$ cat src/common/ura_pkg.sv
/*
 * Constants and types for the register access decoder of one UART channel.
 * Assumes a three-bit register offset and an 8-bit data path.
 */
package ura_pkg;

  // ***************************************************************
  // Register offsets.
  // ***************************************************************
  localparam logic [2:0] OFS_DIV_LOW = 3'h0;
  localparam logic [2:0] OFS_DIV_HIGH = 3'h1;
  localparam logic [2:0] OFS_ENH_FEATURE = 3'h2;
  localparam logic [2:0] OFS_LINE_CTRL = 3'h3;
  localparam logic [2:0] OFS_MODEM_CTRL = 3'h4;
  localparam logic [2:0] OFS_RESUME_ONE = 3'h4;
  localparam logic [2:0] OFS_RESUME_TWO = 3'h5;
  localparam logic [2:0] OFS_PAUSE_ONE = 3'h6;
  localparam logic [2:0] OFS_THRESHOLD = 3'h6;
  localparam logic [2:0] OFS_PAUSE_TWO = 3'h7;
  localparam logic [2:0] OFS_TRIGGER = 3'h7;
  localparam logic [2:0] OFS_READY = 3'h7;

  // ***************************************************************
  // Selector values and field positions.
  // ***************************************************************
  localparam logic [7:0] LINE_CTRL_ENH_SET = 8'hBF;
  localparam logic [7:0] LINE_CTRL_DIV_SET = 8'h80;
  localparam int LINE_CTRL_ALT_BIT = 7;
  localparam int FEATURE_ENABLE_BIT = 4;
  localparam int MODEM_READY_BIT = 2;
  localparam int MODEM_LOOP_BIT = 4;
  localparam int MODEM_THRESH_BIT = 6;
  localparam logic [7:0] MODEM_PROTECT_MASK = 8'hE0;

  // ***************************************************************
  // Reset values.
  // ***************************************************************
  localparam logic [7:0] LINE_CTRL_RESET = 8'h00;
  localparam logic [7:0] MODEM_CTRL_RESET = 8'h00;
  localparam logic [7:0] FEATURE_RESET = 8'h00;
  localparam logic [7:0] MEM_RESET = 8'h00;

  // ***************************************************************
  // Alternate register bank slots and depth, pin synchroniser stages.
  // ***************************************************************
  localparam logic [2:0] MEM_IDX_THRESHOLD = 3'h2;
  localparam logic [2:0] MEM_IDX_TRIGGER = 3'h3;
  localparam int MEM_DEPTH = 8;
  localparam int SYNC_STAGES = 3;

  typedef enum logic [6:0] {
    TGT_CHAN = 7'h01,
    TGT_LINE = 7'h02,
    TGT_MODEM = 7'h04,
    TGT_FEATURE = 7'h08,
    TGT_MEM = 7'h10,
    TGT_READY = 7'h20
  } ura_tgt_e;

  typedef enum logic [3:0] {
    ST_IDLE = 4'h1,
    ST_WAIT1 = 4'h2,
    ST_WAIT2 = 4'h4,
    ST_HOLD = 4'h8
  } ura_state_e;

endpackage : ura_pkg

$ cat src/rtl/ura_decode.sv
/*
 * Register access decoder of one UART channel behind the 8-bit host bus.
 * Assumes address and data pins are stable for the whole strobe and that the
 * normal channel registers answer chan_rdata_i one cycle after chan_rd_o.
 */
// Overview of operation
// - Line control 0x80 maps offsets 0 and 1 to the divisor bytes.
// - Line control 0xBF maps offset 6 to pause one and 4 to resume one.
// - Line control 0xBF maps offset 7 to pause two and 5 to resume two.
// - Line control 0xBF maps offset 2 to the enhanced feature register.
// - Enhanced set, line control 0x00, modem bit 6 map offset 6 to threshold.
// - The same conditions map offset 7 to the trigger level register, except reads that return FIFO ready status.
// - With modem bit 2 set, bit 4 clear and line bit 7 clear, reading offset 7 returns FIFO ready status.
// - Outside the 0xBF set, offset 4 is the modem control register.
// - Threshold and trigger writes only when feature bit 4 and modem bit 6.
// - FIFO ready is read-only, needs modem bit 2 and loopback off.
`timescale 1ns/100ps
module ura_decode #(
  parameter int DATA_W = 8
) (
  input wire logic core_clk_i,
  input wire logic rstn_i,
  input wire logic cs_n_i,
  input wire logic rd_n_i,
  input wire logic wr_n_i,
  input wire logic [2:0] addr_i,
  input wire logic [DATA_W-1:0] data_i,
  output logic [DATA_W-1:0] data_o,
  output logic data_oe_o,
  input wire logic [DATA_W-1:0] fifo_ready_view_i,
  input wire logic [DATA_W-1:0] chan_rdata_i,
  output logic chan_wr_o,
  output logic chan_rd_o,
  output logic [2:0] chan_addr_o,
  output logic [DATA_W-1:0] chan_wdata_o,
  output logic [DATA_W-1:0] line_control_o,
  output logic [DATA_W-1:0] modem_control_o,
  output logic [DATA_W-1:0] enhanced_feature_control_o
);

  if (DATA_W != 8) begin : g_bad_width
    $error("ura_decode supports only an 8-bit bus");
  end

  // ***************************************************************
  // Decode functions.
  // ***************************************************************
  function automatic ura_pkg::ura_tgt_e ura_target(input logic [2:0] a, input logic [7:0] line,
      input logic [7:0] feat, input logic [7:0] modem, input logic is_rd);
    logic bf;
    logic alt;
    logic thr;
    logic rdy;
    bf = (line == ura_pkg::LINE_CTRL_ENH_SET);
    alt = line[ura_pkg::LINE_CTRL_ALT_BIT];
    thr = !alt && feat[ura_pkg::FEATURE_ENABLE_BIT] && modem[ura_pkg::MODEM_THRESH_BIT];
    rdy = !alt && modem[ura_pkg::MODEM_READY_BIT] && !modem[ura_pkg::MODEM_LOOP_BIT];
    case (a)
      ura_pkg::OFS_DIV_LOW, ura_pkg::OFS_DIV_HIGH: begin
        ura_target = alt ? ura_pkg::TGT_MEM : ura_pkg::TGT_CHAN;
      end
      ura_pkg::OFS_ENH_FEATURE: begin
        ura_target = bf ? ura_pkg::TGT_FEATURE : ura_pkg::TGT_CHAN;
      end
      ura_pkg::OFS_LINE_CTRL: begin
        ura_target = ura_pkg::TGT_LINE;
      end
      ura_pkg::OFS_MODEM_CTRL: begin
        ura_target = bf ? ura_pkg::TGT_MEM : ura_pkg::TGT_MODEM;
      end
      ura_pkg::OFS_RESUME_TWO: begin
        ura_target = bf ? ura_pkg::TGT_MEM : ura_pkg::TGT_CHAN;
      end
      ura_pkg::OFS_THRESHOLD: begin
        ura_target = (bf || thr) ? ura_pkg::TGT_MEM : ura_pkg::TGT_CHAN;
      end
      ura_pkg::OFS_TRIGGER: begin
        if (bf) begin
          ura_target = ura_pkg::TGT_MEM;
        end else if (is_rd && rdy) begin
          ura_target = ura_pkg::TGT_READY;
        end else if (thr) begin
          ura_target = ura_pkg::TGT_MEM;
        end else begin
          ura_target = ura_pkg::TGT_CHAN;
        end
      end
      default: begin
        ura_target = ura_pkg::TGT_CHAN;
      end
    endcase
  endfunction : ura_target

  function automatic logic [2:0] ura_mem_index(input logic [2:0] a, input logic [7:0] line);
    if (line[ura_pkg::LINE_CTRL_ALT_BIT]) begin
      ura_mem_index = a;
    end else if (a == ura_pkg::OFS_THRESHOLD) begin
      ura_mem_index = ura_pkg::MEM_IDX_THRESHOLD;
    end else begin
      ura_mem_index = ura_pkg::MEM_IDX_TRIGGER;
    end
  endfunction : ura_mem_index

  // ***************************************************************
  // Pin synchronisers.
  // ***************************************************************
  // The whole bus passes the same three stages so that address and data stay
  // aligned with the filtered strobes.
  localparam int BUS_W = 3 + 3 + DATA_W;
  logic [BUS_W-1:0] sync [ura_pkg::SYNC_STAGES];
  logic [BUS_W-1:0] bus_stable;
  logic [BUS_W-1:0] next_bus_stable;

  always_comb begin
    for (int b = 0; b < BUS_W; b++) begin
      next_bus_stable[b] = (sync[1][b] == sync[2][b]) ? sync[2][b] : bus_stable[b];
    end
  end

  always_ff @(posedge core_clk_i or negedge rstn_i) begin
    if (!rstn_i) begin
      for (int s = 0; s < ura_pkg::SYNC_STAGES; s++) begin
        sync[s] <= {3'h7, {(BUS_W - 3){1'b0}}};
      end
      bus_stable <= {3'h7, {(BUS_W - 3){1'b0}}};
    end else begin
      sync[0] <= {cs_n_i, rd_n_i, wr_n_i, addr_i, data_i};
      sync[1] <= sync[0];
      sync[2] <= sync[1];
      bus_stable <= next_bus_stable;
    end
  end

  logic cs_n_s;
  logic rd_n_s;
  logic wr_n_s;
  logic [2:0] addr_s;
  logic [DATA_W-1:0] data_s;
  logic rd_lvl;
  logic wr_lvl;
  logic wr_lvl_q;
  logic rd_start;
  logic wr_start;

  assign {cs_n_s, rd_n_s, wr_n_s, addr_s, data_s} = bus_stable;
  assign rd_lvl = !cs_n_s && !rd_n_s;
  assign wr_lvl = !cs_n_s && !wr_n_s;
  assign wr_start = wr_lvl && !wr_lvl_q;

  // ***************************************************************
  // Control registers and access sequencing.
  // ***************************************************************
  ura_pkg::ura_state_e state;
  ura_pkg::ura_state_e next_state;
  ura_pkg::ura_tgt_e rd_tgt;
  ura_pkg::ura_tgt_e next_rd_tgt;
  ura_pkg::ura_tgt_e wr_tgt;
  logic [7:0] next_line_control;
  logic [7:0] next_modem_control;
  logic [7:0] next_feature_control;
  logic next_mem_we;
  logic next_mem_re;
  logic mem_we;
  logic mem_re;
  logic [2:0] mem_addr;
  logic [2:0] next_mem_addr;
  logic [DATA_W-1:0] mem_wdata;
  logic [DATA_W-1:0] mem_rdata;
  logic next_chan_wr;
  logic next_chan_rd;
  logic [2:0] next_chan_addr;
  logic [DATA_W-1:0] next_chan_wdata;
  logic [DATA_W-1:0] next_data;
  logic next_oe;

  assign rd_start = rd_lvl && (state == ura_pkg::ST_IDLE);
  assign wr_tgt = ura_target(addr_s, line_control_o, enhanced_feature_control_o,
      modem_control_o, 1'b0);

  always_comb begin
    next_state = state;
    next_rd_tgt = rd_tgt;
    next_line_control = line_control_o;
    next_modem_control = modem_control_o;
    next_feature_control = enhanced_feature_control_o;
    next_mem_we = 1'b0;
    next_mem_re = 1'b0;
    next_mem_addr = mem_addr;
    next_chan_wr = 1'b0;
    next_chan_rd = 1'b0;
    next_chan_addr = chan_addr_o;
    next_chan_wdata = chan_wdata_o;
    next_data = data_o;
    next_oe = data_oe_o;
    if (wr_start) begin
      next_mem_addr = ura_mem_index(addr_s, line_control_o);
      next_chan_addr = addr_s;
      next_chan_wdata = data_s;
      case (wr_tgt)
        ura_pkg::TGT_LINE: next_line_control = data_s;
        ura_pkg::TGT_FEATURE: next_feature_control = data_s;
        ura_pkg::TGT_MODEM: begin
          // The upper modem bits stay locked unless enhanced functions are on.
          if (enhanced_feature_control_o[ura_pkg::FEATURE_ENABLE_BIT]) begin
            next_modem_control = data_s;
          end else begin
            next_modem_control = (modem_control_o & ura_pkg::MODEM_PROTECT_MASK)
                | (data_s & ~ura_pkg::MODEM_PROTECT_MASK);
          end
        end
        ura_pkg::TGT_MEM: next_mem_we = 1'b1;
        default: next_chan_wr = 1'b1;
      endcase
    end
    case (state)
      ura_pkg::ST_IDLE: begin
        next_oe = 1'b0;
        if (rd_start) begin
          next_rd_tgt = ura_target(addr_s, line_control_o, enhanced_feature_control_o,
              modem_control_o, 1'b1);
          next_mem_addr = ura_mem_index(addr_s, line_control_o);
          next_chan_addr = addr_s;
          next_mem_re = 1'b1;
          next_chan_rd = (next_rd_tgt == ura_pkg::TGT_CHAN);
          next_state = ura_pkg::ST_WAIT1;
        end
      end
      ura_pkg::ST_WAIT1: begin
        next_state = ura_pkg::ST_WAIT2;
      end
      ura_pkg::ST_WAIT2: begin
        case (rd_tgt)
          ura_pkg::TGT_LINE: next_data = line_control_o;
          ura_pkg::TGT_MODEM: next_data = modem_control_o;
          ura_pkg::TGT_FEATURE: next_data = enhanced_feature_control_o;
          ura_pkg::TGT_MEM: next_data = mem_rdata;
          ura_pkg::TGT_READY: next_data = fifo_ready_view_i;
          default: next_data = chan_rdata_i;
        endcase
        next_oe = 1'b1;
        next_state = ura_pkg::ST_HOLD;
      end
      ura_pkg::ST_HOLD: begin
        if (!rd_lvl) begin
          next_oe = 1'b0;
          next_state = ura_pkg::ST_IDLE;
        end
      end
      default: begin
        next_oe = 1'b0;
        next_state = ura_pkg::ST_IDLE;
      end
    endcase
  end

  always_ff @(posedge core_clk_i or negedge rstn_i) begin
    if (!rstn_i) begin
      state <= ura_pkg::ST_IDLE;
      rd_tgt <= ura_pkg::TGT_CHAN;
      wr_lvl_q <= 1'b0;
      line_control_o <= ura_pkg::LINE_CTRL_RESET;
      modem_control_o <= ura_pkg::MODEM_CTRL_RESET;
      enhanced_feature_control_o <= ura_pkg::FEATURE_RESET;
      mem_we <= 1'b0;
      mem_re <= 1'b0;
      mem_addr <= 3'h0;
      mem_wdata <= ura_pkg::MEM_RESET;
      chan_wr_o <= 1'b0;
      chan_rd_o <= 1'b0;
      chan_addr_o <= 3'h0;
      chan_wdata_o <= ura_pkg::MEM_RESET;
      data_o <= ura_pkg::MEM_RESET;
      data_oe_o <= 1'b0;
    end else begin
      state <= next_state;
      rd_tgt <= next_rd_tgt;
      wr_lvl_q <= wr_lvl;
      line_control_o <= next_line_control;
      modem_control_o <= next_modem_control;
      enhanced_feature_control_o <= next_feature_control;
      mem_we <= next_mem_we;
      mem_re <= next_mem_re;
      mem_addr <= next_mem_addr;
      mem_wdata <= next_chan_wdata;
      chan_wr_o <= next_chan_wr;
      chan_rd_o <= next_chan_rd;
      chan_addr_o <= next_chan_addr;
      chan_wdata_o <= next_chan_wdata;
      data_o <= next_data;
      data_oe_o <= next_oe;
    end
  end

  // ***************************************************************
  // Alternate register bank.
  // ***************************************************************
  ura_regmem #(
    .WIDTH(DATA_W),
    .DEPTH(ura_pkg::MEM_DEPTH)
  ) u_regmem (
    .core_clk_i(core_clk_i),
    .rstn_i(rstn_i),
    .we_i(mem_we),
    .waddr_i(mem_addr),
    .wdata_i(mem_wdata),
    .re_i(mem_re),
    .raddr_i(mem_addr),
    .rdata_o(mem_rdata)
  );

endmodule : ura_decode

$ cat src/rtl/ura_regmem.sv
/*
 * Small register bank holding divisor, flow characters, threshold and trigger.
 * Assumes one write or one read per cycle; read data appear one edge later.
 */
`timescale 1ns/100ps
module ura_regmem #(
  parameter int WIDTH = 8,
  parameter int DEPTH = ura_pkg::MEM_DEPTH
) (
  input wire logic core_clk_i,
  input wire logic rstn_i,
  input wire logic we_i,
  input wire logic [$clog2(DEPTH)-1:0] waddr_i,
  input wire logic [WIDTH-1:0] wdata_i,
  input wire logic re_i,
  input wire logic [$clog2(DEPTH)-1:0] raddr_i,
  output logic [WIDTH-1:0] rdata_o
);

  if (WIDTH != 8 || DEPTH != 8) begin : g_bad_size
    $error("ura_regmem supports only an 8 by 8 bank");
  end

  logic [WIDTH-1:0] mem [DEPTH];
  logic [WIDTH-1:0] next_rdata;

  always_comb begin
    next_rdata = rdata_o;
    if (re_i) begin
      next_rdata = mem[raddr_i];
    end
  end

  always_ff @(posedge core_clk_i or negedge rstn_i) begin
    if (!rstn_i) begin
      rdata_o <= ura_pkg::MEM_RESET;
      for (int i = 0; i < DEPTH; i++) begin
        mem[i] <= ura_pkg::MEM_RESET;
      end
    end else begin
      rdata_o <= next_rdata;
      if (we_i) begin
        mem[waddr_i] <= wdata_i;
      end
    end
  end

endmodule : ura_regmem

$ cat config.mk
export PLATFORM = sky130hd
export DESIGN_NAME = ura_decode
export DESIGN_NICKNAME = d
export VERILOG_FILES = /design/src/common/ura_pkg.sv /design/src/rtl/ura_decode.sv /design/src/rtl/ura_regmem.sv
export SDC_FILE = /design/constraint.sdc
export NUM_CORES = 1
export LEC_CHECK = 0
export BUFFER_PORTS_ARGS = -buffer_cell sky130_fd_sc_hd__buf_2
export CORE_ASPECT_RATIO = 0.6
export CORE_UTILIZATION = 55
export DETAILED_ROUTE_END_ITERATION = 10
export GPL_TIMING_DRIVEN = 0
export PLACE_DENSITY = 0.87
export RECOVER_POWER = 50
export SYNTH_ARGS = -nofsm -noshare
export SYNTH_HDL_FRONTEND = slang
export SYNTH_HIERARCHICAL = 1
export SYNTH_SLANG_ARGS = --single-unit
$ cat constraint.sdc
create_clock -name core_clk_i -period 3.1 [get_ports core_clk_i]
set_clock_uncertainty 0.1 [all_clocks]
set_input_delay 0.31 -clock core_clk_i [delete_from_list [all_inputs] [get_ports core_clk_i]]
set_output_delay 0.31 -clock core_clk_i [all_outputs]
set_load 0.02 [all_outputs]
* Yosys cells after proc, flatten, opt, wreduce, memory -nomap -nowiden
Cells that the tools add are included.
W data, S select, Z words.
** Storage, ports and cells
- Input bits :: 32
- Register bits after elaboration :: 191
- Logic and storage cells :: 151
- Output and inout port bits :: 46
** Operators by class
- Reduce and logical (&&, ||, !) cells :: 25
- Bitwise gates (word level) :: 3
- $lt $le $gt $ge :: 2
- Muxes and demuxes :: 42
- Equality and inequality tests :: 38
** Operators with widths (number)
- $pmux W7 S7 :: 2
- $bwmux W64 :: 1
- $pmux W8 S5 :: 1
- $mux W8 :: 4
- $mux W5 :: 6
- $bmux W8 S3 :: 1
- $demux W8 S3 :: 1
- $mux W3 :: 7
- $pmux W4 S4 :: 1
- $eq A1 B1 Y1 :: 14
- $eq A7 B2 Y1 const B :: 2
- $eq A7 B3 Y1 const B :: 2
- $eq A7 B4 Y1 const B :: 2
- $eq A7 B5 Y1 const B :: 2
- $mux W7 :: 2
- $eq A3 B3 Y1 const B :: 4
- $mux W4 :: 3
- $mux W6 :: 2
- $reduce_and A2 Y1 :: 6
- $mux W1 :: 10
- $logic_and A1 B1 Y1 :: 9
- $eq A8 B8 Y1 const B :: 1
- $or A8 B5 Y8 :: 1
- $eq A7 B1 Y1 const B :: 1
- 18 further kinds :: 25

* Depth between registers and ports, before layout
Gate-level depths: netlist of run 1.
- Depth in word-level cells :: 12
- Depth in mapped cells :: 6
- Mapped depth without buffers :: 5

* Hierarchy
The synthesis of run 1 kept the hierarchy.
** Modules (own cells, without submodules)
- ura_decode :: sequential area each 2970.3 um^2, cells an instance 337, area each 4466.8 um^2, instances 1
- ura_regmem :: sequential area each 1801.7 um^2, cells an instance 234, area each 3319.4 um^2, instances 1

* Worst setup path after synthesis of run 1
OpenSTA, ideal clock, no wires.
- Path kind :: register to register
- From :: register line_control_o[7]
- To :: register enhanced_feature_control_o[0]
- Slack :: 1.013 ns
- Data required time :: 2.875 ns
- Stages on the path, launching flop included :: 7
- Setup time :: 0.125 ns
- Data arrival time :: 1.863 ns
- Cells stage by stage :: dfrtp_1 -> buf_4 -> nand4_2 -> or2_1 -> buf_2 -> nor4_4 -> mux2_2
** Between the ends
- Longest elaborated chain between the ends :: 8
- Elaborated cells between the ends (all ways) :: 15
- Those cells by class :: eq/ne (2); mux (8); reduce/logical (5)
** RTL lines
- start: declaration :: RTL line ura_decode.sv:36 : output logic [DATA_W-1:0] line_control_o,
- start signal: assignment :: RTL line ura_decode.sv:261 : line_control_o <= ura_pkg::LINE_CTRL_RESET;
- start signal: assignment :: RTL line ura_decode.sv:278 : line_control_o <= next_line_control;
- $logic_not A1 Y1 :: RTL line ura_decode.sv:56 : thr = !alt && feat[ura_pkg::FEATURE_ENABLE_BIT] && modem[ura_pkg::MODEM_THRESH_BIT];
- $logic_and A1 B1 Y1 (2 in a row) :: RTL line ura_decode.sv:56
- $mux W5 or $logic_or A1 B1 Y1 (tied branches) :: RTL line ura_decode.sv:82, ura_decode.sv:75
- $mux W5 (on tied branches) :: RTL line ura_decode.sv:78, ura_decode.sv:75
- $pmux W7 S7 (*) :: RTL line ura_decode.sv:58 : case (a)
- $eq A7 B4 Y1 (*) :: RTL line ura_decode.sv:199 : case (wr_tgt)
- $reduce_and A2 Y1 (no source line) (*)
- end signal: assignment :: RTL line ura_decode.sv:263 : enhanced_feature_control_o <= ura_pkg::FEATURE_RESET;
- end signal: assignment :: RTL line ura_decode.sv:280 : enhanced_feature_control_o <= next_feature_control;
- end: declaration :: RTL line ura_decode.sv:38 : output logic [DATA_W-1:0] enhanced_feature_control_o
Mark *: on every way between the ends. The rest lies on a longest branch, timed or not. The select of a mux whose other input is x is not followed.
A chain may end at the register's enable or synchronous reset.

* Worst setup path after layout of run 1
- From :: register bus_stable[13]
- To :: register modem_control_o[5]
** Between the ends
- Longest elaborated chain between the ends :: 4
** RTL lines
- start: declaration :: RTL line ura_decode.sv:111 : logic [BUS_W-1:0] bus_stable;
- start signal: assignment :: RTL line ura_decode.sv:125 : bus_stable <= {3'h7, {(BUS_W - 3){1'b0}}};
- start signal: assignment :: RTL line ura_decode.sv:130 : bus_stable <= next_bus_stable;
- $logic_not A1 Y1 :: RTL line ura_decode.sv:147 : assign wr_lvl = !cs_n_s && !wr_n_s;
- $logic_and A1 B1 Y1 :: RTL line ura_decode.sv:147
- $logic_and A1 B1 Y1 :: RTL line ura_decode.sv:148 : assign wr_start = wr_lvl && !wr_lvl_q;
- $reduce_and A2 Y1 (no source line)
- end signal: assignment :: RTL line ura_decode.sv:262 : modem_control_o <= ura_pkg::MODEM_CTRL_RESET;
- end signal: assignment :: RTL line ura_decode.sv:279 : modem_control_o <= next_modem_control;
- end: declaration :: RTL line ura_decode.sv:37 : output logic [DATA_W-1:0] modem_control_o,
No other way between the ends.

==> results of run 1 <==
[critical path, delay by kind of cell, from the launching register on]
kind	cells	cell delay, ns
simple gates	2	1.06
mux	1	0.31
compound gates	1	0.45
flops	1	0.42
[registers in the layout, summed over array words and instances (netlist names), 6 cells and up]
| signal | count |
|---|---|
| line_control_o | 8 |
| data_o | 8 |
| enhanced_feature_control_o | 8 |
| mem_wdata | 8 |
| rd_tgt | 6 |
| bus_stable | 14 |
| u_regmem/rdata_o | 8 |
| u_regmem/mem | 64 |
| sync | 42 |
| modem_control_o | 8 |
[routing by layer]
| layer | global-route usage [%] | up-vias |
|---|---|---|
| met5 | 0 | - |
| met3 | 5.581 | 27 |
| li1 | - | 2311 |
| met1 | 37.21 | 2757 |
| met2 | 41.14 | 262 |
| met4 | 7.353 | 0 |
[area by class of cell]
class                      instances  area, um^2  area share, %
buffer                            25       135.1          1.480
clock inverter                    14       153.9          1.685
clock buffer                      18       439.2          4.810
inverter                           6       22.52         0.2466
tap                              192       240.2          2.631
sequential                       190        4772          52.26
timing repair buffer              93       516.7          5.659
multi-input combinational        350        2851          31.23
[placed cells by master (no fill, tap or decap), drive strengths merged, types with 8 or more instances in the layout]
master         n
nand2         35
mux2          92
dlygate4sd3   15
nand3         20
inv           11
a22oi         16
dfstp         14
clkbuf        67
nor2b         19
nand3b         8
dfrtp        176
a41o           8
a21oi         17
nor2          22
buf           54
nor3           8
mux2i         24
maj3          14
a211o          8
[power breakdown]
part | internal, mW | switching (mW)
Sequential | 2.95 | 0.436
Clock | 1.16 | 0.995
Combinational | 0.755 | 1.09
Total | 4.86 | 2.52
[final timing paths]
path / startpoint / end / slack, ns / depth (start not counted)
min in group asynchronous: rstn_i / u_regmem/mem[33] / 0.68 / 2
max in group asynchronous: rstn_i / state[0] / 1.13 / 3
max: bus_stable[13] / modem_control_o[5] / 0.64 / 4
max reg2reg: bus_stable[13] / modem_control_o[5] / 0.64 / 4
min reg2reg: sync[34] / sync[20] / 0.25 / 0
min: chan_rdata_i[0] / data_o[0] / 0.05 / 3
[logic make-up (layout without fill, tap and decap cells)]
family | Yosys count | after routing
buf+inv | 31 | 156
compound gates | 75 | 75
fa+ha+maj | 14 | 14
mux | 116 | 116
simple gates | 144 | 144
flops | 190 | 190
xor+xnor | 1 | 1
[stage by stage]
| step | total power [mW] | utilization [%] | setup WS [ns] |
|---|---|---|---|
| detailed placement | 5.240 | 61.45 | 0.7749 |
| global route | 7.705 | 66.41 | 0.5562 |
| global placement | 5.115 | 61.18 | -1.122 |
| finish | 7.384 | 66.41 | 0.6406 |
| CTS | 7.424 | 66.86 | 0.7169 |
| floorplan | 4.551 | - | 1.013 |
[repair_timing]
item | 4_1_cts | 5_1_grt
hold buffers | 15 | 0
resized for setup | 0 | 0
hold endpoints to repair | 117 | 0
==> out/qor.yml, run 1 <==
logic_synthesis:
  netlist_area_um2: 7786
  ys_async_sr_fraction_pct: 100.0
  synth_top_family_by_area: "multiplexers"
  yosysTopAreaCell: "dfrtp_1"
  synthTopCellsByCount: "176 x dfrtp_1, 92 x mux2_2, 35 x nand2_1"
  ys_seq_elements: 190
  synth.distinct_cells: 57
  synth_enable_flop_cells: 0
  synth_nets: 603
  muxShareOfSynthArea_pct: 16.39
  ys_seq_area_share_pct: 61.29
  synth-adder-area-share_pct: 1.800
  synth_top_area_share_pct: 56.56
  synth_compound_area_share_pct: 7.231
  synth_cells: 571
  synth_simple_gate_area_share_pct: 11.15
  synth.avg_cell_area_um2: 13.64
  synth-xor-area-share_pct: 0.1125
  synthFlopType: "dfrtp_1"
  synthTopCellsByArea: "dfrtp_1 57%, mux2_2 13%, dfstp_2 4.7%, mux2i_1 3.1%, maj3_1 1.8%"
  synth_most_common_cell: "dfrtp_1"
  ys_warn_count: 6
sta:
  setup_viol: 0
  fin_crit_ns: 2.459
  min_period_over_period_pct: 79.34
  setup_tns_ns: 0
  tightest_slew_ns: 1.456
  whs_ns: 0.04711
  finalMaxSlewViolations: 0
  slew-limit-headroom_pct: 2.938
  fmax_mhz: 406.6
  rsz0062_at_grt: "false"
  hold_viol_final: 0
power:
  pwr_density_cell_nw_per_um2: 808.7
  ir_drop_mv: 0.3642
  p_leak_nw: 4.268
placed_design:
  io_buffer_count: 77
  dp_cells: 841
  gp_congestion: 0.8922
  place_hpwl_um: 12230
  placedInstanceArea_um2: 8449
critical_path:
  cp.required_ns: 3.31
  arrival_ns: 2.67
  endpoint_kind: "flop"
  critPathMaxFanout: 9
  start_kind: "flop"
  cpMaxStageDelayCell: "nor3_2"
  worstPathCellList: "nor3_2 > o2111ai_2 > or2_1 > mux2_2"
  path_class: "reg2reg"
  critPathMaxStageDelay_ns: 0.64
detailed_routing:
  wl_met2_um: 8167
  dr.pass1.iters: 5
  drc: 0
  routed_wl_um: 17870
  wl_met1_um: 8054
  wl_per_cell_um: 20.12
  viasPerCell: 6.033
  highest_layer: "met4"
  drt_iter0_markers: 539
  drtAntennaViolNets: 0
  route.met3.wl_um: 1366
  num_vias: 5357
layout:
  fillers: 983
  diodes: 0
  area_growth_pct: 17.27
  instances_no_fill: 888
  design_area_um2: 9131
  drive_above_1_share_pct: 29.31
  nets: 715
die:
  core-area_um2: 13750
  chipWidth_um: 155.6
  core.rowCount: 33
  start_util_pct: 56.63
  fp.dieH_um: 94.17
  pin_count: 78
  dieArea_um2: 14650
worst_hold_path:
  min-delay-path-class: "in2reg"
global_route:
  antenna_found_initial: 0
  grt_pass1_wl_um: 28850
  first_global_vias: 5366
  grt_start_max_net_pins: 106
  grt_usage_pct: 26.27
  gr-total-overflow: 0
clock_network:
  cts_tree: "built"
  insertion_delay_ns: 0.43
  cts_setup_buffers: 0
  h-tree-depth: 4
  clk_pin_slew_ns: 0.07
  cts_root_buf: "clkbuf_16"
  clockBufferDepth: 2
  cts_made_buffers: 17
  clock-sinks: 190
outcome:
  outcome: "complete, no violations"
run:
  drv_cap: 0
No activity file was read; power rests on OpenSTA's default activity.
==> run 2: changes to the inputs <==
Clock period 3.1 ns to 2.5 ns, I/O delays scaled along.
==> run 2 against run 1 <==
  * Fmax increased by 1.5%
  * Global-route usage up 0.10 points
  * Core utilization rose by 0.45 points
  * Largest cell class unchanged
  * Sequential share of layout area fell by 0.35 points
  * Largest power group unchanged
  * Flip-flop and latch count unchanged
  * Register-to-register slack lost 0.56 ns
  * Wire length is 0.89% higher
  * Critical path type unchanged
  * Combinational power grew 24%
  * Clock-buffer cell count unchanged
  * Die area did not move
  * Setup slack got worse by 0.56 ns
==> out/qor.yml, run 2 (same netlist as run 1, synthesis figures left out) <==
placed_design:
  place_hpwl_um: 12230  # unchanged
  gp_congestion: 0.8922  # unchanged
  io_buffer_count: 77  # unchanged
  dp_cells: 841  # unchanged
global_route:
  grt.met1_usage_pct: 37.55  # +0.34 points
  top_usage_layer: "met2"
  grt_start_max_net_pins: 106  # unchanged
  gr-total-overflow: 0  # unchanged
  met2_usage_pct: 41.14  # unchanged
  grt_pass1_wl_um: 28990  # +0.50%
  antenna_found_initial: 0  # unchanged
  use_met3_pct: 5.489  # -0.092 points
  first_global_vias: 5403  # +0.69%
  grt_usage_pct: 26.38  # +0.10 points
die:
  chipWidth_um: 155.6  # unchanged
  core-area_um2: 13750  # unchanged
  start_util_pct: 56.63  # unchanged
  core.rowCount: 33  # unchanged
  fp.dieH_um: 94.17  # unchanged
  dieArea_um2: 14650  # unchanged
  pin_count: 78  # unchanged
layout:
  diodes: 0  # unchanged
  drive_above_1_share_pct: 29.10  # -0.21 points
  top_register: "u_regmem/mem"
  instances_no_fill: 893  # +0.56%
  reg_top3: "u_regmem/mem (64), sync (42), bus_stable (14)"
  post-route-util_pct: 66.86  # +0.45 points
  layout_commonest_cell: "dfrtp_1"
  nets: 720  # +0.70%
  area_growth_pct: 18.06
  mostFrequentLayoutCells: "176 x dfrtp_1, 92 x mux2_2, 48 x clkbuf_1"
  largest_register_ffs: 64  # unchanged
power:
  finalPower_mw: 9.157  # +24%
  ir_drop_mv: 0.4511  # +24%
  pwr_density_cell_nw_per_um2: 996.2  # +23%
  p_leak_nw: 4.291  # +0.55%
sta:
  fin_crit_ns: 2.423  # -0.03591 ns
  rsz0062_at_grt: "false"
  fmax_mhz: 412.6  # +1.5%
  finalMaxSlewViolations: 0  # unchanged
  setup_tns_ns: 0  # unchanged
  setup_viol: 0  # unchanged
  whs_ns: 0.01287  # -0.03423 ns
  slew-limit-headroom_pct: 4.780  # +1.8 points
  min_period_over_period_pct: 96.94  # +18 points
  tightest_slew_ns: 1.428  # -0.02764 ns
  hold_viol_final: 0  # unchanged
detailed_routing:
  routed_wl_um: 18020  # +0.89%
  viasPerCell: 5.993  # -0.65%
  num_vias: 5352  # -0.093%
  dr.pass1.iters: 4  # -1
  drt_iter0_markers: 446  # -17%
  drc: 0  # unchanged
  wl_per_cell_um: 20.18  # +0.33%
  drtAntennaViolNets: 0  # unchanged
critical_path:
  cp.required_ns: 2.71  # -0.60 ns
  cpMaxStageDelayCell: "nor4_4"
  worstPathCellList: "buf_4 > nand4_2 > or2_1 > buf_2 > nor4_4 > mux2_2"
  critPathMaxFanout: 9  # unchanged
  start_kind: "flop"
  endpoint_kind: "flop"
  critPathMaxStageDelay_ns: 0.61  # -0.03 ns
  critPathTopFamily: "simple AND/OR/NAND/NOR gates"
  cp_num_buf_inv: 2  # +2
  arrival_ns: 2.63  # -0.04 ns
  path_class: "reg2reg"
run:
  drv_cap: 0  # unchanged
outcome:
  outcome: "complete, no violations"
clock_network:
  cts_tree: "built"
  insertion_delay_ns: 0.43  # about the same
  h-tree-depth: 4  # unchanged
  clock-sinks: 190  # unchanged
  cts_setup_buffers: 0  # unchanged
  clockBufferDepth: 2  # unchanged
  cts_made_buffers: 17  # unchanged
  cts_root_buf: "clkbuf_16"
  clk_pin_slew_ns: 0.07  # about the same
worst_hold_path:
  min-delay-path-class: "in2reg"
==> run 2: routing by layer <==
metal / wire length (um) / vias up
li1: - / 2313
met1: 8263 / 2785
met2: 8291 / 230
met3: 1186 / 24
met4: 283 / 0
met5: 0 / -
==> run 2: stage by stage <==
step	area, um^2	setup slack [ns]
2_1_floorplan	7786	0.4126
3_3_place_gp	8412	-1.662
3_5_place_dp	8449	0.1749
4_1_cts	9243	0.1169
5_1_grt	9193	0.01588
6_report	9193	0.07652
==> run 2: path summary, 6_finish.rpt <==
check / start / end / slack (ns) / cells past startpoint
setup / recovery: line_control_o[7] / enhanced_feature_control_o[5] / 0.08 / 6
hold / removal: chan_rdata_i[1] / data_o[1] / 0.01 / 3
setup reg to reg: line_control_o[7] / enhanced_feature_control_o[5] / 0.08 / 6
hold reg to reg: sync[34] / sync[20] / 0.25 / 0
max in group asynchronous: rstn_i / sync[13] / 0.61 / 3
min in group asynchronous: rstn_i / u_regmem/mem[33] / 0.60 / 2
==> run 2: layout make-up <==
cell class                 instances  area, um^2
inverter                           6       22.52
tap                              192       240.2
sequential                       190        4772
clock buffer                      18       439.2
buffer                            25       135.1
timing repair buffer              98       566.8
fill                             980        4557
clock inverter                    14       153.9
multi-input combinational        350        2863
==> run 2: repair_timing <==
action | in CTS | in global routing
endpoints found under the setup margin | 0 | 1
resized for setup | 0 | 1
hold buffers | 20 | 0
endpoints found under the hold margin | 122 | 0
==> run 2: power breakdown <==
part           leakage, nW  switching, mW  internal [mW]  total [mW]
Sequential            2.40          0.544           3.65        4.20
Clock                0.278           1.23           1.44        2.67
Combinational         1.61           1.35          0.944        2.30
Total                 4.29           3.12           6.03        9.16
==> run 2: worst min-delay path: cells and delay by family <==
kind / cells / cell delay [ns]
buffers and inverters: 1 / 0.10
AO/OA/AOI/OAI: 1 / 0.10
AND/OR/NAND/NOR: 1 / 0.05
==> run 3: changes to the inputs <==
Settings changed: CTS_BUF_LIST set to sky130_fd_sc_hd__clkbuf_4.
==> run 3 against run 2 <==
  * Worst hold slack gained 0.16 ns
  * Total power shrank 11%
  * Core utilization shrank 1.5 points
  * Non-clock buffer count grew 7
  * Fmax grew 0.82%
  * Clock power shrank 38%
==> out/qor.yml, run 3 (same netlist as run 1, synthesis figures left out) <==
outcome:
  outcome: "complete, no violations"
global_route:
  first_global_vias: 5386  # -0.31%
  grt_pass1_wl_um: 28030  # -3.3%
  gr-total-overflow: 0  # unchanged
  grt_usage_pct: 25.55  # -0.83 points
  grt_start_max_net_pins: 106  # unchanged
  antenna_found_initial: 0  # unchanged
critical_path:
  critPathMaxStageDelay_ns: 0.64  # +0.03 ns
  arrival_ns: 2.79  # +0.16 ns
  critPathMaxFanout: 9  # unchanged
  critical_path.startpoint: "bus_stable[11]"
  cpMaxStageDelayCell: "nor3_2"
  start_kind: "flop"
  endpoint_kind: "flop"
  path_class: "reg2reg"
  r2r_start: "bus_stable[11]"
  cp.required_ns: 2.88  # +0.17 ns
  worstPathCellList: "nor3_2 > o2111ai_2 > or2_1 > mux2_2"
clock_network:
  cts_root_buf: "clkbuf_4"
  clockBufferDepth: 2  # unchanged
  cts_made_buffers: 17  # unchanged
  cts_resized: 0  # unchanged
  cts_tree: "built"
  insertion_delay_ns: 0.59  # +0.16 ns
  clk_pin_slew_ns: 0.16  # +0.09 ns
  clock-sinks: 190  # unchanged
  h-tree-depth: 4  # unchanged
placed_design:
  place_hpwl_um: 12230  # unchanged
  io_buffer_count: 77  # unchanged
  placedInstanceArea_um2: 8449  # unchanged
  gp_congestion: 0.8922  # unchanged
layout:
  reg_top3: "u_regmem/mem (64), sync (42), bus_stable (14)"
  diodes: 0  # unchanged
  layout_commonest_cell: "dfrtp_1"
  area_growth_pct: 15.35
  drive_above_1_share_pct: 34.46  # +5.4 points
  nets: 727  # +0.97%
  top_register: "u_regmem/mem"
  design_area_um2: 8981  # -2.3%
  mostFrequentLayoutCells: "176 x dfrtp_1, 92 x mux2_2, 82 x buf_2"
  largest_register_ffs: 64  # unchanged
sta:
  fmax_mhz: 416.0  # +0.82%
  setup_tns_ns: 0  # unchanged
  finalMaxSlewViolations: 0  # unchanged
  min_period_over_period_pct: 96.15  # -0.79 points
  fin_crit_ns: 2.404  # -0.01973 ns
  tightest_slew_ns: 1.400  # -0.02827 ns
  hold_viol_final: 0  # unchanged
  slew-limit-headroom_pct: 6.665  # +1.9 points
  rsz0062_at_grt: "false"
  setup_viol: 0  # unchanged
power:
  finalPower_mw: 8.150  # -11%
  p_leak_nw: 4.313  # +0.51%
  ir_drop_mv: 0.3846  # -15%
  pwr_density_cell_nw_per_um2: 907.5  # -8.9%
detailed_routing:
  drtAntennaViolNets: 0  # unchanged
  wl_per_cell_um: 19.33  # -4.2%
  drc: 0  # unchanged
  num_vias: 5283  # -1.3%
  dr.pass1.iters: 5  # +1
  routed_wl_um: 17400  # -3.5%
  drt_iter0_markers: 417  # -6.5%
  viasPerCell: 5.870  # -2.1%
worst_hold_path:
  min-delay-path-class: "in2reg"
  holdCritStartpoint: "fifo_ready_view_i[6]"
die:
  dieArea_um2: 14650  # unchanged
  start_util_pct: 56.63  # unchanged
  chipWidth_um: 155.6  # unchanged
  fp.dieH_um: 94.17  # unchanged
  core-area_um2: 13750  # unchanged
  pin_count: 78  # unchanged
  core.rowCount: 33  # unchanged
run:
  drv_cap: 0  # unchanged
## run 3: cell types whose count changed in the layout (fill, tap and decap cells not counted)
| cell | change |
|---|---|
| buf_16 | -1 |
| buf_2 | +39 |
| buf_6 | +1 |
| clkbuf_1 | -39 |
| clkbuf_16 | -17 |
| clkbuf_4 | +17 |
| clkbuf_8 | -1 |
| clkinv_1 | +1 |
| dfstp_1 | -2 |
| dfstp_2 | +2 |
| dlygate4sd3_1 | +7 |
| nor3_2 | +1 |
| nor3_4 | -1 |
## run 3: per-layer routing
layer	wire, um	global-route usage (%)	vias up
li1	-	-	2332
met1	7988	36.36	2697
met2	7804	38.94	231
met3	1381	6.550	23
met4	221	7.108	0
met5	0	0	-
## run 3: power breakdown
part	internal, mW	total, mW	leakage (nW)	switching [mW]
combinational	0.998	2.33	1.77	1.33
clock	0.527	1.65	0.141	1.12
sequential	3.65	4.17	2.41	0.527
total	5.17	8.15	4.31	2.98
## run 3: final timing paths
check                           cells after the start  slack (ns)                 end
worst min-delay path                                5        0.17           data_o[6]
worst max-delay path                                4         0.1  modem_control_o[6]
min in group asynchronous                           2        0.42    u_regmem/mem[33]
max in group asynchronous                           3        0.46       bus_stable[4]
worst max register to register                      4         0.1  modem_control_o[6]
worst min register to register                      0        0.27            sync[22]
## run 3: stage by stage
step	worst slack (ns)	hold slack, ns	utilization, %	cells
2_1_floorplan	0.4126	-0.1456	-	571
5_1_grt	0.004573	0.1381	65.32	900
4_1_cts	0.1421	0.1515	65.49	900
3_3_place_gp	-1.662	0.2330	61.18	840
3_5_place_dp	0.1749	0.2347	61.45	841
6_report	0.09625	0.1740	65.32	900
## run 3: final cells by class
type	count	area [um^2]
Sequential cell	190	4772
Buffer	25	135.1
Clock inverter	15	157.7
Inverter	6	22.52
Timing Repair Buffer	105	669.4
Clock buffer	17	127.6
Tap cell	192	240.2
Multi-Input combinational cell	350	2856
Fill cell	986	4768
## run 3: timing repair
item | CTS | global route
hold endpoints to repair | 125 | 0
hold buffers | 27 | 0
buffers inserted | 0 | 0
setup endpoints to repair | 0 | 0
## run 3: worst max-delay path: cells and delay by family (launching register included)
kind               cells  cell delay, ns
AOI/OAI and AO/OA      1            0.43
DFF                    1            0.42
muxes                  1            0.30
and+or+nand+nor        2            1.05
